[config.mk]
export PLATFORM = sky130hd
export DESIGN_NAME = redundant_relay_fault_tester
export DESIGN_NICKNAME = d
export VERILOG_FILES = /design/src/relay_test_pkg.sv /design/src/sync_bits.sv /design/src/interval_timer.sv /design/src/redundant_relay_fault_tester.sv
export SDC_FILE = /design/constraint.sdc
export NUM_CORES = 1
export LEC_CHECK = 0
export ABC_AREA = 1
export BUFFER_PORTS_ARGS = -buffer_cell sky130_fd_sc_hd__buf_2
export CORE_MARGIN = 10
export CORE_UTILIZATION = 60
export DETAILED_ROUTE_END_ITERATION = 10
export PLACE_DENSITY_LB_ADDON = 0.25
export SYNTH_ARGS = -nofsm -noshare
export SYNTH_HDL_FRONTEND = slang
export SYNTH_SLANG_ARGS = --single-unit
[constraint.sdc]
create_clock -name clk -period 7.1 [get_ports clk]
set_input_delay 0.355 -clock clk [delete_from_list [all_inputs] [get_ports clk]]
set_output_delay 0.355 -clock clk [all_outputs]
set_load 0.01 [all_outputs]
[src/relay_test_pkg.sv]
// shared types and constants for the relay fault tester
package relay_test_pkg;

  // ---------------------------------------------------------------
  // structure
  // ---------------------------------------------------------------
  localparam int NUM_KERNELS = 3;
  localparam int DRIVES_PER_KERNEL = 2;
  localparam int NUM_RELAYS = 6;
  localparam int RELAY_IDX_W = 3;

  // ---------------------------------------------------------------
  // timing
  // ---------------------------------------------------------------
  localparam longint CLK_HZ = 125000000;
  localparam int INTERVAL_MIN_HOURS = 1;
  localparam int INTERVAL_MAX_HOURS = 3000;
  localparam int HOURS_W = 12;
  localparam longint SECONDS_PER_HOUR = 3600;
  localparam longint CYCLES_PER_HOUR = CLK_HZ * SECONDS_PER_HOUR;
  localparam int SETTLE_US = 20000;
  localparam longint SETTLE_CYCLES_L = (CLK_HZ / 1000000) * SETTLE_US;
  localparam int WAIT_W = 24;

  // ---------------------------------------------------------------
  // all-open and all-closed drive patterns
  // ---------------------------------------------------------------
  localparam logic [5:0] RELAYS_OPEN = 6'h00;
  localparam logic [5:0] RELAYS_CLOSED = 6'h3f;

  // ---------------------------------------------------------------
  // carriers
  // ---------------------------------------------------------------
  // two discrete drive lines from each kernel
  typedef struct packed {
    logic [DRIVES_PER_KERNEL-1:0] kernel_c;
    logic [DRIVES_PER_KERNEL-1:0] kernel_b;
    logic [DRIVES_PER_KERNEL-1:0] kernel_a;
  } relay_drive_t;

  typedef struct packed {
    logic alarm;
    logic [RELAY_IDX_W-1:0] failed_relay;
    logic stuck_before;
    logic busy;
  } test_status_t;

  typedef enum logic [2:0] {
    ST_IDLE,
    ST_CHECK,
    ST_TOGGLE,
    ST_RETURN,
    ST_HALTED
  } seq_state_t;

endpackage : relay_test_pkg

[src/sync_bits.sv]
// two flip-flop synchroniser for a bus of levels
`timescale 1ns/1ps
module sync_bits #(
  parameter int WIDTH = 6
) (
  input wire logic clk,
  input wire logic resetn,
  input wire logic [WIDTH-1:0] async_in,
  output logic [WIDTH-1:0] sync_out
);
  logic [WIDTH-1:0] stage_one;

  // first stage feeds only the second
  always_ff @(posedge clk or negedge resetn) begin
    if (!resetn) begin
      stage_one <= '0;
      sync_out <= '0;
    end else begin
      stage_one <= async_in;
      sync_out <= stage_one;
    end
  end
endmodule : sync_bits

[src/interval_timer.sv]
// periodic tick generator counting hours of clock cycles
`timescale 1ns/1ps
module interval_timer #(
  parameter longint CYCLES_PER_HOUR = relay_test_pkg::CYCLES_PER_HOUR
) (
  input wire logic clk,
  input wire logic resetn,
  input wire logic run,
  input wire logic [relay_test_pkg::HOURS_W-1:0] hours,
  output logic tick
);
  import relay_test_pkg::*;

  typedef struct packed {
    logic [39:0] cycles;
    logic [HOURS_W-1:0] hour_count;
    logic tick;
  } timer_state_t;

  timer_state_t state, next_state;
  logic [HOURS_W-1:0] clamped_hours;

  // clamp the interval into the programmable span
  always_comb begin
    clamped_hours = hours;
    if (hours < HOURS_W'(INTERVAL_MIN_HOURS)) begin
      clamped_hours = HOURS_W'(INTERVAL_MIN_HOURS);
    end else if (hours > HOURS_W'(INTERVAL_MAX_HOURS)) begin
      clamped_hours = HOURS_W'(INTERVAL_MAX_HOURS);
    end
  end

  // count cycles into hours, pulse when interval expires
  always_comb begin
    next_state = state;
    next_state.tick = 1'b0;
    if (!run) begin
      next_state.cycles = '0;
      next_state.hour_count = '0;
    end else if (state.cycles == 40'(CYCLES_PER_HOUR - 1)) begin
      next_state.cycles = '0;
      if (state.hour_count + 1'b1 >= clamped_hours) begin
        next_state.hour_count = '0;
        next_state.tick = 1'b1;
      end else begin
        next_state.hour_count = state.hour_count + 1'b1;
      end
    end else begin
      next_state.cycles = state.cycles + 1'b1;
    end
  end

  always_ff @(posedge clk or negedge resetn) begin
    if (!resetn) begin
      state <= '0;
    end else begin
      state <= next_state;
    end
  end

  assign tick = state.tick;
endmodule : interval_timer

[src/redundant_relay_fault_tester.sv]
// six-relay fault tolerant output with latent fault test sequencer
`timescale 1ns/1ps

// Notes on behaviour
// - six relays, three legs of two
// - each kernel drives two discrete outputs
// - commanded closed drives all six closed
// - commanded open drives all six open
// - per-output latent fault test enable
// - test starts periodically or on command
// - period programmable one to 3000 hours
// - each relay toggled opposite then back
// - only one relay toggled at once
// - readback checks position and movement
// - failure alarms, stops testing, output untouched
module redundant_relay_fault_tester #(
  parameter longint CYCLES_PER_HOUR = relay_test_pkg::CYCLES_PER_HOUR,
  parameter int SETTLE_CYCLES = int'(relay_test_pkg::SETTLE_CYCLES_L)
) (
  input wire logic clk,
  input wire logic resetn,
  input wire logic output_closed_cmd,
  input wire logic test_enable,
  input wire logic test_command,
  input wire logic alarm_reset,
  input wire logic [relay_test_pkg::HOURS_W-1:0] interval_hours,
  input wire logic [relay_test_pkg::NUM_RELAYS-1:0] contact_readback,
  output relay_test_pkg::relay_drive_t relay_drive,
  output relay_test_pkg::test_status_t test_status
);
  import relay_test_pkg::*;

  // ---------------------------------------------------------------
  // state
  // ---------------------------------------------------------------
  typedef struct packed {
    seq_state_t seq;
    logic [RELAY_IDX_W-1:0] index;
    logic [WAIT_W-1:0] wait_count;
    logic target;
    logic cmd_prev;
    logic pending;
    logic [NUM_RELAYS-1:0] drive;
    test_status_t status;
  } tester_state_t;

  tester_state_t state, next_state;
  logic [NUM_RELAYS-1:0] contacts;
  logic [NUM_RELAYS-1:0] closed_sync;
  logic [NUM_RELAYS-1:0] cmd_sync;
  logic period_tick;
  logic command_sync;
  logic wait_done;

  // ---------------------------------------------------------------
  // input synchronisers
  // ---------------------------------------------------------------
  // readback pins and operator command come from outside
  sync_bits #(.WIDTH(NUM_RELAYS)) readback_sync (
    .clk(clk),
    .resetn(resetn),
    .async_in(contact_readback),
    .sync_out(contacts)
  );

  sync_bits #(.WIDTH(NUM_RELAYS)) command_sync_u (
    .clk(clk),
    .resetn(resetn),
    .async_in({{(NUM_RELAYS-2){1'b0}}, test_command, output_closed_cmd}),
    .sync_out(cmd_sync)
  );

  assign command_sync = cmd_sync[1];
  assign closed_sync = {NUM_RELAYS{cmd_sync[0]}};

  // ---------------------------------------------------------------
  // periodic schedule
  // ---------------------------------------------------------------
  // period runs only while testing is enabled and not halted
  interval_timer #(.CYCLES_PER_HOUR(CYCLES_PER_HOUR)) period_timer (
    .clk(clk),
    .resetn(resetn),
    .run(test_enable && state.seq != ST_HALTED),
    .hours(interval_hours),
    .tick(period_tick)
  );

  // ---------------------------------------------------------------
  // helpers
  // ---------------------------------------------------------------
  // drive pattern with one relay flipped from the demanded state
  function automatic logic [NUM_RELAYS-1:0] flip_one(
    input logic [NUM_RELAYS-1:0] base,
    input logic [RELAY_IDX_W-1:0] idx
  );
    logic [NUM_RELAYS-1:0] result;
    result = base;
    result[idx] = ~base[idx];
    return result;
  endfunction : flip_one

  assign wait_done = (state.wait_count == WAIT_W'(SETTLE_CYCLES - 1));

  // ---------------------------------------------------------------
  // sequencer
  // ---------------------------------------------------------------
  always_comb begin
    next_state = state;
    next_state.cmd_prev = command_sync;
    next_state.wait_count = state.wait_count + 1'b1;
    // latch a start request; a command edge and a period tick both queue it
    if (test_enable && ((command_sync && !state.cmd_prev)
        || period_tick)) begin
      next_state.pending = 1'b1;
    end
    // all relays follow the demanded output outside a toggle
    next_state.drive = closed_sync;
    case (state.seq)
      ST_IDLE: begin
        next_state.status.busy = 1'b0;
        next_state.wait_count = '0;
        if (state.pending && test_enable) begin
          next_state.pending = 1'b0;
          next_state.index = '0;
          next_state.target = cmd_sync[0];
          next_state.seq = ST_CHECK;
          next_state.status.busy = 1'b1;
        end else if (!test_enable) begin
          next_state.pending = 1'b0;
        end
      end
      ST_CHECK: begin
        // relay must sit in the demanded state before it is moved
        if (cmd_sync[0] != state.target || !test_enable) begin
          next_state.seq = ST_IDLE; // abandon if demand changes or testing is disabled
        end else if (wait_done) begin
          next_state.wait_count = '0;
          if (contacts[state.index] != state.target) begin
            next_state.status.alarm = 1'b1;
            next_state.status.stuck_before = 1'b1;
            next_state.status.failed_relay = state.index;
            next_state.seq = ST_HALTED;
          end else begin
            next_state.seq = ST_TOGGLE;
            next_state.drive = flip_one(closed_sync, state.index);
          end
        end
      end
      ST_TOGGLE: begin
        // momentary opposite state on this relay only
        next_state.drive = flip_one(closed_sync, state.index);
        if (cmd_sync[0] != state.target) begin
          next_state.seq = ST_IDLE;
          next_state.drive = closed_sync;
        end else if (wait_done) begin
          next_state.wait_count = '0;
          next_state.drive = closed_sync;
          if (contacts[state.index] == state.target) begin
            next_state.status.alarm = 1'b1;
            next_state.status.stuck_before = 1'b0;
            next_state.status.failed_relay = state.index;
            next_state.seq = ST_HALTED;
          end else begin
            next_state.seq = ST_RETURN;
          end
        end
      end
      ST_RETURN: begin
        // contact must come back before the next relay moves
        if (cmd_sync[0] != state.target) begin
          next_state.seq = ST_IDLE;
        end else if (wait_done) begin
          next_state.wait_count = '0;
          if (contacts[state.index] != state.target) begin
            next_state.status.alarm = 1'b1;
            next_state.status.stuck_before = 1'b1;
            next_state.status.failed_relay = state.index;
            next_state.seq = ST_HALTED;
          end else if (state.index == RELAY_IDX_W'(NUM_RELAYS - 1)) begin
            next_state.seq = ST_IDLE;
          end else begin
            next_state.index = state.index + 1'b1;
            next_state.seq = ST_TOGGLE;
            next_state.drive = flip_one(closed_sync,
                                        state.index + 1'b1);
          end
        end
      end
      ST_HALTED: begin
        // testing stays inhibited; output keeps following demand
        next_state.status.busy = 1'b0;
        next_state.pending = 1'b0;
        next_state.wait_count = '0;
        if (alarm_reset) begin
          next_state.status.alarm = 1'b0;
          next_state.seq = ST_IDLE;
        end
      end
      default: begin
        next_state.seq = ST_IDLE;
      end
    endcase
  end

  always_ff @(posedge clk or negedge resetn) begin
    if (!resetn) begin
      state <= '0;
    end else begin
      state <= next_state;
    end
  end

  // ---------------------------------------------------------------
  // outputs
  // ---------------------------------------------------------------
  // relays 0-1 kernel a, 2-3 kernel b, 4-5 kernel c; legs pair a/b/c
  assign relay_drive.kernel_a = state.drive[1:0];
  assign relay_drive.kernel_b = state.drive[3:2];
  assign relay_drive.kernel_c = state.drive[5:4];
  assign test_status = state.status;
endmodule : redundant_relay_fault_tester

==> run metrics, run 1 <==
number of vias per cell=5.68; Tot GR Track Use=21.5%; FF-to-FF Start=period_timer.state[1]; gr ovfl total=0; hold path depth=1; Post-synth EDFFs=0; Slew HR=44.8%; crit start category=flop; fin crit share=44.2%; Layout fillers=992; cell-internal power=0.00143 W; Worst Hold Class=input port to flop; wire per inst=15.0 um; f_max=319 MHz; TritonRoute pass-1 iters=6; VDD IR max=0.000192 V; CTS HTree Levels=4; vias in the first global route=6,246; total negative slack=0 ns; Clock Skews=0.00662 ns; Synth Flop Type=dfrtp_1; clock power share=42.6%; Reg2Reg Depth=17; Critical Path AT=3.48 ns; final hold violations=0; DP Area=7470 um^2; CTS resizes=0; beginning of the worst hold path=contact_readback[2]; total length of routed wires=17.5 mm; Post-synth ARST share=100%; Root Buffer=clkbuf_16; Max Cap Viol=0; I/O Buffers=35; row cnt=40; post-synth cell types=49; Placer Congestion=0.932; R2R Path End=period_timer.state[10]; storage element area=2850 um^2; multi-input logic area=3710 um^2; die width=130 um; Final HPWL DP=12.4 mm; synthesized cell area=7270 um^2; P_leak=3.69 nW; Layout area overhead=11.5%; Seq/Total Area, Yosys=39.2%; most frequent cells in the layout=nand2_1 (203), inv_1 (128), nor2_1 (115); RSZ-0062 raised after global routing=no; number of setup buffers added after CTS=0; initial antenna violation count=0; Ys Warns=0; Placeable Area=12,000 um^2; Die Y=130 um; Detail Route Antenna Nets=0; Gate Count Post-Synth=978; First DRT Iteration DRCs=839; Layout Nets=1,051; status=finished, final reports clean; Pwr Density=261 nW/um^2; top cell type's share of synthesized area=39.2%; Hold Path Sink=readback_sync.stage_one[2]; Setup WS pre-CTS=4.04 ns; Sw Ratio=32.2%; Worst-Margin Slew=0.828 ns; Final setup viols=0; initial core utilization=60.8%; Clock transition at path regs=0.06 ns; syn_area_per_cell=7.43 um^2; hold_buf cts=1; combinational power share=22.2%; number of I/O pins=36; pins over their slew limit=0; r2r setup slk=3.96 ns; TritonCTS sink count=114; register bit total from synthesis=114; TritonCTS clock tree=yes; TritonCTS buffer count=17; Max FO, Critical Path=9; post-route setup slack=3.96 ns; Worst Setup End Kind=flop; WS Path Type=flop to flop; Sw Pwr=0.000682 W; Clk Latency, worst-skew pair=0.42 ns; antenna cells=0; CTS max path bufs=2; fin util=67.7%; # DRC=0; first-pass GRT wire length=29.1 mm; Final Cell Area=8100 um^2; die area=16,900 um^2; hold_ws=0.0386 ns; Crit path required time=7.44 ns; pin count of the biggest net entering global routing=68; Synth area leaders=dfrtp_1 (39%), nand2_1 (10%), inv_1 (6.6%), nor2_1 (5.9%), nand3_1 (4.7%); largest area contributor in the netlist=dfrtp_1; most common cell after layout, fill and taps aside=nand2_1; Synthesized Nets=1,019; share of cells above drive strength 1=12.8%; minimum clock period=3.14 ns; Reg power frac=35.2%; via count=6,647
[Yosys cell counts (2+ instances only)]
cell type	n
xor2_1	34
nor3_2	5
inv_1	128
nand2_1	203
buf_6	3
or2_2	2
a21oi_1	39
nand3_1	68
o21ai_0	26
nand3b_1	2
o21ai_1	15
nor3_1	43
nor3b_1	5
nor2_4	6
nor2_1	115
inv_4	2
nor4_1	15
o211ai_1	4
clkbuf_1	2
o22ai_1	3
dfrtp_1	114
o21ai_2	2
nor3_4	3
nand2_2	12
ha_1	17
nand2_4	5
buf_2	5
o21bai_1	2
inv_2	12
buf_4	14
nand4_1	44
or2_1	2
nor2_2	10
[per-layer routing]
layer	global-route usage, %	up-vias	wire length [um]
met1	27.9	3085	7710
met4	8.47	0	353
met3	4.79	42	1020
li1	-	3266	-
met2	34.2	254	8420
met5	0	-	0
[final cells by class]
class / count / share of cell area, %
clock buffer: 19 / 5.47
multi-input combinational: 698 / 45.7
clock inverter: 13 / 2.25
tap: 147 / 2.27
inverter: 142 / 6.64
sequential: 114 / 35.2
timing repair buffer: 37 / 2.41
[power by group through the flow]
| stage | clock network (W) | registers, W | logic (W) |
|---|---|---|---|
| floorplan | 0 | 0.000744 | 0.000399 |
| global placement | 0 | 0.000751 | 0.000459 |
| detailed placement | 0 | 0.000753 | 0.000462 |
| CTS | 0.000912 | 0.000743 | 0.000469 |
| global route | 0.000945 | 0.000752 | 0.000527 |
| finish | 0.000902 | 0.000745 | 0.000469 |
[registers in the layout (all words and copies together), names as in the netlist]
name,cells
command_sync_u.stage_one,2
command_sync_u.sync_out,2
period_timer.state,52
period_timer.tick,1
readback_sync.stage_one,6
readback_sync.sync_out,6
relay_drive,6
state,33
test_status,6
[critical path, stage by stage (launching register included)]
cell and delay (ns):
dfrtp_1 0.41, nand2_1 0.07, nor2_1 0.18, nand3_1 0.15, nor3b_1 0.45, nand2_1 0.13
xor2_1 0.19, inv_1 0.06, ha_1 0.30, nand2_1 0.09, inv_1 0.04, nand3_1 0.07
inv_1 0.06, nand3_1 0.07, o2111ai_1 0.09, nor2_1 0.30, nand2_2 0.21, o21ai_1 0.17
[logic make-up after synthesis]
family          share of synthesized area (%)
fa+ha+maj                                2.93
xor+xnor                                 4.22
compound gates                           7.90
flops                                    39.2
buf+inv                                  9.76
simple gates                             35.9
[worst max path at each step]
stage / from / slack, ns / endpoint / depth (start not counted)
floorplan: period_timer.state[1] / 4.49 / period_timer.state[10] / 17
global placement: period_timer.state[1] / 4.15 / period_timer.state[1] / 17
detailed placement: period_timer.state[1] / 4.04 / period_timer.state[10] / 17
CTS: period_timer.state[1] / 3.95 / period_timer.state[5] / 17
global route: period_timer.state[1] / 3.52 / period_timer.state[5] / 17
finish: period_timer.state[1] / 3.96 / period_timer.state[10] / 17
[metrics by stage]
stage,total power (W),std cells
floorplan,0.00114,978
global placement,0.00121,1137
detailed placement,0.00122,1137
CTS,0.00212,1170
global route,0.00222,1170
finish,0.00212,1170
Note: power is estimated with default switching activity, not from simulation.
==> run 2: changes to the inputs <==
==> constraint.sdc (replaced) <==
create_clock -name clk -period 3.1 [get_ports clk]
set_input_delay 0.155 -clock clk [delete_from_list [all_inputs] [get_ports clk]]
set_output_delay 0.155 -clock clk [all_outputs]
set_load 0.01 [all_outputs]
==> run 2 against run 1 <==
- sequential power is 130% higher
- core utilization increased by 1.9 points
- combinational power rose by 140%
- die area unchanged
- routed wire length up 0.23%
- sequential cell count did not move
- setup slack worse by 3.8 ns
- first-iteration DRC count decreased by 28%
- register-to-register slack worse by 3.8 ns
==> run metrics, run 2 (synthesized netlist as in run 1, its figures left out) <==
most frequent cells in the layout=nand2_1 (203), inv_1 (128), dfrtp_1 (114) (was nand2_1 (203), inv_1 (128), nor2_1 (115)); first-pass GRT wire length=29.3 mm (was 29.1 mm); storage element area=2850 um^2 (unchanged); via count=6,651 (was 6,647); Max FO, Critical Path=4 (was 9); crit start category=flop (unchanged); TritonCTS sink count=114 (unchanged); top cell family by delay on the critical path=simple AND/OR/NAND/NOR gates (unchanged); Layout Nets=1,068 (was 1,051); vias in the first global route=6,348 (was 6,246); pin count of the biggest net entering global routing=64 (was 68); row cnt=40 (unchanged); share of cells above drive strength 1=14.1% (was 12.8%); Worst Setup End Kind=flop (unchanged); die area=16,900 um^2 (unchanged); wire per inst=14.8 um (was 15.0 um); max reg flops=52 (unchanged); Layout area overhead=14.7% (was 11.5%); most common cell after layout, fill and taps aside=nand2_1 (unchanged); Setup WS pre-CTS=0.0774 ns (was 4.04 ns); worst-path cell chain=ha_2 > nand2_1 > nor2_4 > nand4_1 > nor2_2 > nand3_2 > xor2_2 > inv_1 > ha_1 > nand2_1 > inv_1 > nand3_1 > nor4b_1 > nor2_2 > buf_4 > buf_6 > nand3_1 > o21ai_0 (was nand2_1 > nor2_1 > nand3_1 > nor3b_1 > nand2_1 > xor2_1 > inv_1 > ha_1 > nand2_1 > inv_1 > nand3_1 > inv_1 > nand3_1 > o2111ai_1 > nor2_1 > nand2_2 > o21ai_1); final hold violations=0 (unchanged); VDD IR max=0.000485 V (was 0.000192 V); fin util=69.7% (was 67.7%); DP Area=7520 um^2 (was 7470 um^2); multi-input logic area=3760 um^2 (was 3710 um^2); Layout fillers=954 (was 992); Critical Path Max Stage Delay=0.40 ns (was 0.45 ns); Most flops, register=period_timer.state (unchanged); status=finished, final reports clean (unchanged); Critical Path AT=3.23 ns (was 3.48 ns); WS Path Type=flop to flop (unchanged); Pwr Density=596 nW/um^2 (was 261 nW/um^2); Crit path required time=3.40 ns (was 7.44 ns); Placeable Area=12,000 um^2 (unchanged); minimum clock period=2.93 ns (was 3.14 ns); I/O Buffers=35 (unchanged); Placer Congestion=0.954 (was 0.932); First DRT Iteration DRCs=608 (was 839); Tot GR Track Use=21.5% (about the same); Die Y=130 um (unchanged); Final setup viols=0 (unchanged); Slew HR=46.2% (was 44.8%); initial antenna violation count=0 (unchanged); CP max stage cell=dfrtp_1 (was nor3b_1); Max Cap Viol=0 (unchanged); hold_ws=0.0376 ns (was 0.0386 ns); Detail Route Antenna Nets=0 (unchanged); Buf/Inv on CP=4 (was 3); die width=130 um (unchanged); number of vias per cell=5.60 (was 5.68); r2r setup slk=0.17 ns (was 3.96 ns); Clock Skews=0.00936 ns (was 0.00662 ns); Final HPWL DP=12.6 mm (was 12.4 mm); CTS HTree Levels=4 (unchanged); number of I/O pins=36 (unchanged); pins over their slew limit=0 (unchanged); post-route setup slack=0.166 ns (was 3.96 ns); antenna cells=0 (unchanged); TritonCTS buffer count=17 (unchanged); gr ovfl total=0 (unchanged); TritonRoute pass-1 iters=5 (was 6); f_max=341 MHz (was 319 MHz); Root Buffer=clkbuf_16 (unchanged); TritonCTS clock tree=yes (unchanged); initial core utilization=60.8% (unchanged); largest registers=period_timer.state: 52 flops, state: 33 flops (unchanged); Clk Latency, worst-skew pair=0.42 ns (about the same); CTS max path bufs=2 (unchanged); P_leak=3.80 nW (was 3.69 nW); Clock transition at path regs=0.05 ns (was 0.06 ns); fin crit share=94.6% (was 44.2%); Worst-Margin Slew=0.807 ns (was 0.828 ns); Final Cell Area=8330 um^2 (was 8100 um^2); Worst Hold Class=input port to flop (unchanged); total length of routed wires=17.5 mm (about the same); # DRC=0 (unchanged)
-- run 2: final cells by class --
class                           count  share of cell area (%)
Multi-Input combinational cell    699                    45.1
Sequential cell                   114                    34.2
Inverter                          142                    6.46
Clock buffer                       19                    5.31
Timing Repair Buffer               53                    4.22
Clock inverter                     13                    2.51
Tap cell                          147                    2.21
-- run 2: through the flow --
stage	setup TNS, ns	total power (W)	cells
after global routing	-0.138	0.00521	1187
after global placement	0	0.00280	1142
after CTS	0	0.00498	1183
after detailed placement	0	0.00282	1142
after floorplan	0	0.00262	978
final	0	0.00496	1187
-- run 2: routing by layer --
layer / part of all wire [%] / vias up / track usage (%)
met4: 1.3 / 0 / 6.02
li1: - / 3304 / -
met3: 5.3 / 27 / 4.95
met1: 44 / 3120 / 27.6
met5: 0 / - / 0
met2: 49 / 200 / 35.4
-- run 2: worst reg2reg max path, cell delays in order, from the launching register on --
cell and delay [ns]:
dfrtp_1 0.40, ha_2 0.21, nand2_1 0.09, nor2_4 0.13, nand4_1 0.15, nor2_2 0.21, nand3_2 0.12, xor2_2 0.19
inv_1 0.06, ha_1 0.27, nand2_1 0.06, inv_1 0.05, nand3_1 0.07, nor4b_1 0.32, nor2_2 0.05, buf_4 0.17
buf_6 0.12, nand3_1 0.06, o21ai_0 0.07
-- run 2: report_power, final --
group | internal (W) | switching [W] | total (W) | leakage (nW)
clock | 0.00144 | 0.000706 | 0.00215 | 0.309
sequential | 0.00161 | 0.0000874 | 0.00170 | 1.53
combinational | 0.000344 | 0.000770 | 0.00111 | 1.96
total | 0.00340 | 0.00156 | 0.00496 | 3.80
-- run 2: worst paths after layout --
kind	cells after the start	startpoint	to
max in group asynchronous	3	resetn	period_timer.state[34]
max	18	period_timer.state[1]	period_timer.state[3]
min reg2reg	0	readback_sync.stage_one[5]	readback_sync.sync_out[5]
min in group asynchronous	2	resetn	state[18]
max reg2reg	18	period_timer.state[1]	period_timer.state[3]
min	4	alarm_reset	state[44]
-- run 2: timing repair --
item	4_1_cts	5_1_grt
hold buffers	9	0
resized for setup	0	11
endpoints found under the setup margin	0	13
hold endpoints to repair	70	0
buffers inserted	0	3
==> run 3: changes to the inputs <==
--- a/config.mk
+++ b/config.mk
@@ -7,7 +7,6 @@
 export LEC_CHECK = 0
 export ABC_AREA = 1
 export BUFFER_PORTS_ARGS = -buffer_cell sky130_fd_sc_hd__buf_2
-export CORE_MARGIN = 10
 export CORE_UTILIZATION = 60
 export DETAILED_ROUTE_END_ITERATION = 10
 export PLACE_DENSITY_LB_ADDON = 0.25
==> run 3 against run 2 <==
- the flow now finishes with violations (DRC)
- critical path depth unchanged
- sequential cell count did not move
- power shrank 2.8%
- cell count is essentially flat
- global-route usage up 8.0 points
- core utilization increased by 2.0 points
- register-to-register slack improved by 0.04 ns
- via count rose by 1.2%
- sequential share of layout area about the same
- largest power group unchanged
- highest routed layer unchanged
==> run metrics, run 3 (synthesized netlist as in run 1, its figures left out) <==
status=finished with violations (was finished, final reports clean); failing checks=DRC; row cnt=39 (was 40); Worst Hold Class=input port to flop (unchanged); Detail Route Antenna Nets=0 (unchanged); Final setup viols=0 (unchanged); Reg2Reg Depth=18 (unchanged); Critical Path AT=3.24 ns (was 3.23 ns); Worst-Margin Slew=0.748 ns (was 0.807 ns); Pwr Density=580 nW/um^2 (was 596 nW/um^2); Crit path required time=3.44 ns (was 3.40 ns); initial core utilization=62.6% (was 60.8%); Clk Latency, worst-skew pair=0.42 ns (about the same); Die Y=112 um (was 130 um); WS Path Type=flop to flop (unchanged); Layout Nets=1,073 (was 1,068); f_max=346 MHz (was 341 MHz); Clock Skews=0.00900 ns (was 0.00936 ns); most common cell after layout, fill and taps aside=nand2_1 (unchanged); Placer Congestion=0.983 (was 0.954); Layout area overhead=14.5% (was 14.7%); final std cells w/o fill=1,188 (was 1,187); via count=6,728 (was 6,651); TritonRoute pass-1 iters=8 (was 5); Hold Path Sink=state[44] (unchanged); number of vias per cell=5.66 (was 5.60); R2R Path End=period_timer.state[9] (was period_timer.state[3]); Final HPWL DP=12.3 mm (was 12.6 mm); First DRT Iteration DRCs=578 (was 608); Most flops, register=period_timer.state (unchanged); hold_ws=0.0464 ns (was 0.0376 ns); Placeable Area=11,600 um^2 (was 12,000 um^2); gr ovfl total=0 (unchanged); TritonCTS clock tree=yes (unchanged); total negative slack=0 ns (unchanged); most frequent cells in the layout=nand2_1 (202), inv_1 (128), dfrtp_1 (114) (was nand2_1 (203), inv_1 (128), dfrtp_1 (114)); antenna cells=0 (unchanged); TritonCTS sink count=114 (unchanged); beginning of the worst hold path=alarm_reset (unchanged); total length of routed wires=17.6 mm (was 17.5 mm); max reg flops=52 (unchanged); Tot GR Track Use=29.4% (was 21.5%); number of I/O pins=36 (unchanged); Worst Setup End Kind=flop (unchanged); crit start category=flop (unchanged); # DRC=3 (was 0); pin count of the biggest net entering global routing=46 (was 64); pins over their slew limit=0 (unchanged); Clock transition at path regs=0.06 ns (was 0.05 ns); CTS HTree Levels=4 (unchanged); vias in the first global route=6,171 (was 6,348); P_leak=3.80 nW (about the same); die area=12,600 um^2 (was 16,900 um^2); dpl cells=1,142 (unchanged); CTS max path bufs=2 (unchanged); wire per inst=14.8 um (about the same); Slew HR=49.6% (was 46.2%); I/O Buffers=35 (unchanged); largest registers=period_timer.state: 52 flops, state: 33 flops (unchanged); TritonCTS buffer count=17 (unchanged); Layout fillers=923 (was 954); fin crit share=93.4% (was 94.6%); Root Buffer=clkbuf_16 (unchanged); first-pass GRT wire length=29.0 mm (was 29.3 mm); Max Cap Viol=0 (unchanged); hold path depth=4 (unchanged); initial antenna violation count=0 (unchanged); die width=112 um (was 130 um); r2r setup slk=0.21 ns (was 0.17 ns); VDD IR max=0.000473 V (was 0.000485 V); minimum clock period=2.89 ns (was 2.93 ns); final hold violations=0 (unchanged); share of cells above drive strength 1=14.9% (was 14.1%); FF-to-FF Start=period_timer.state[1] (unchanged); Max FO, Critical Path=5 (was 4)
[run 3: timing repair]
action / in CTS / in global routing
hold buffers: 9 / 0
hold endpoints to repair: 50 / 0
resized for setup: 2 / 11
buffers inserted: 0 / 5
gates cloned: 0 / 0
setup endpoints to repair: 10 / 13
pin swaps: 0 / 4
[run 3: metal layers]
| metal | vias to the layer above | track usage, % | part of all wire [%] |
|---|---|---|---|
| met5 | - | 0 | 0 |
| met4 | 0 | 9.33 | 1.4 |
| met3 | 24 | 6.53 | 6.3 |
| met2 | 239 | 49.1 | 50 |
| met1 | 3139 | 38.3 | 42 |
| li1 | 3326 | - | - |
[run 3: final cells by class]
class,count,area [um^2],area share (%)
clock inverters,14,179,2.15
repair buffers,59,380,4.57
clock buffers,18,439,5.28
well taps,143,179,2.15
multi-input cells,698,3760,45.1
inverters,142,538,6.46
flip-flops and latches,114,2850,34.3
[run 3: worst max path at each step]
stage / to / start / slack [ns]
floorplan: period_timer.state[10] / period_timer.state[1] / 0.49
global placement: period_timer.state[12] / period_timer.state[1] / 0.15
detailed placement: period_timer.state[11] / period_timer.state[1] / -0.04
CTS: period_timer.state[7] / period_timer.state[1] / 0.07
global route: period_timer.state[9] / period_timer.state[1] / -0.01
finish: period_timer.state[9] / period_timer.state[1] / 0.21
[run 3: power breakdown]
group / leakage (nW) / internal (W) / switching (W)
Combinational: 1.98 / 0.000348 / 0.000758
Sequential: 1.53 / 0.00161 / 0.0000893
Clock: 0.294 / 0.00129 / 0.000725
[run 3: through the flow]
| stage | setup WS [ns] | total power (W) | util (%) | cell area (um^2) |
|---|---|---|---|---|
| final | 0.206 | 0.00483 | 71.7 | 8330 |
| after global routing | -0.0132 | 0.00507 | 71.7 | 8330 |
| after CTS | 0.0659 | 0.00486 | 71.0 | 8240 |
| after detailed placement | -0.0442 | 0.00281 | 64.8 | 7530 |
| after global placement | 0.149 | 0.00279 | 64.8 | 7530 |
| after floorplan | 0.490 | 0.00262 | - | 7270 |
[run 3: worst max-delay path: stages (launching register included)]
cell,delay (ns)
dfrtp_1,0.41
nand2_1,0.10
nor2_2,0.14
nand3_1,0.14
nor3b_2,0.31
nand2_1,0.10
xor2_1,0.20
inv_1,0.07
ha_1,0.32
nand2_2,0.09
inv_1,0.04
nand3_1,0.09
inv_1,0.07
nand3_1,0.11
o2111ai_2,0.14
nor2_4,0.21
buf_4,0.15
nand3_1,0.06
o21ai_0,0.08
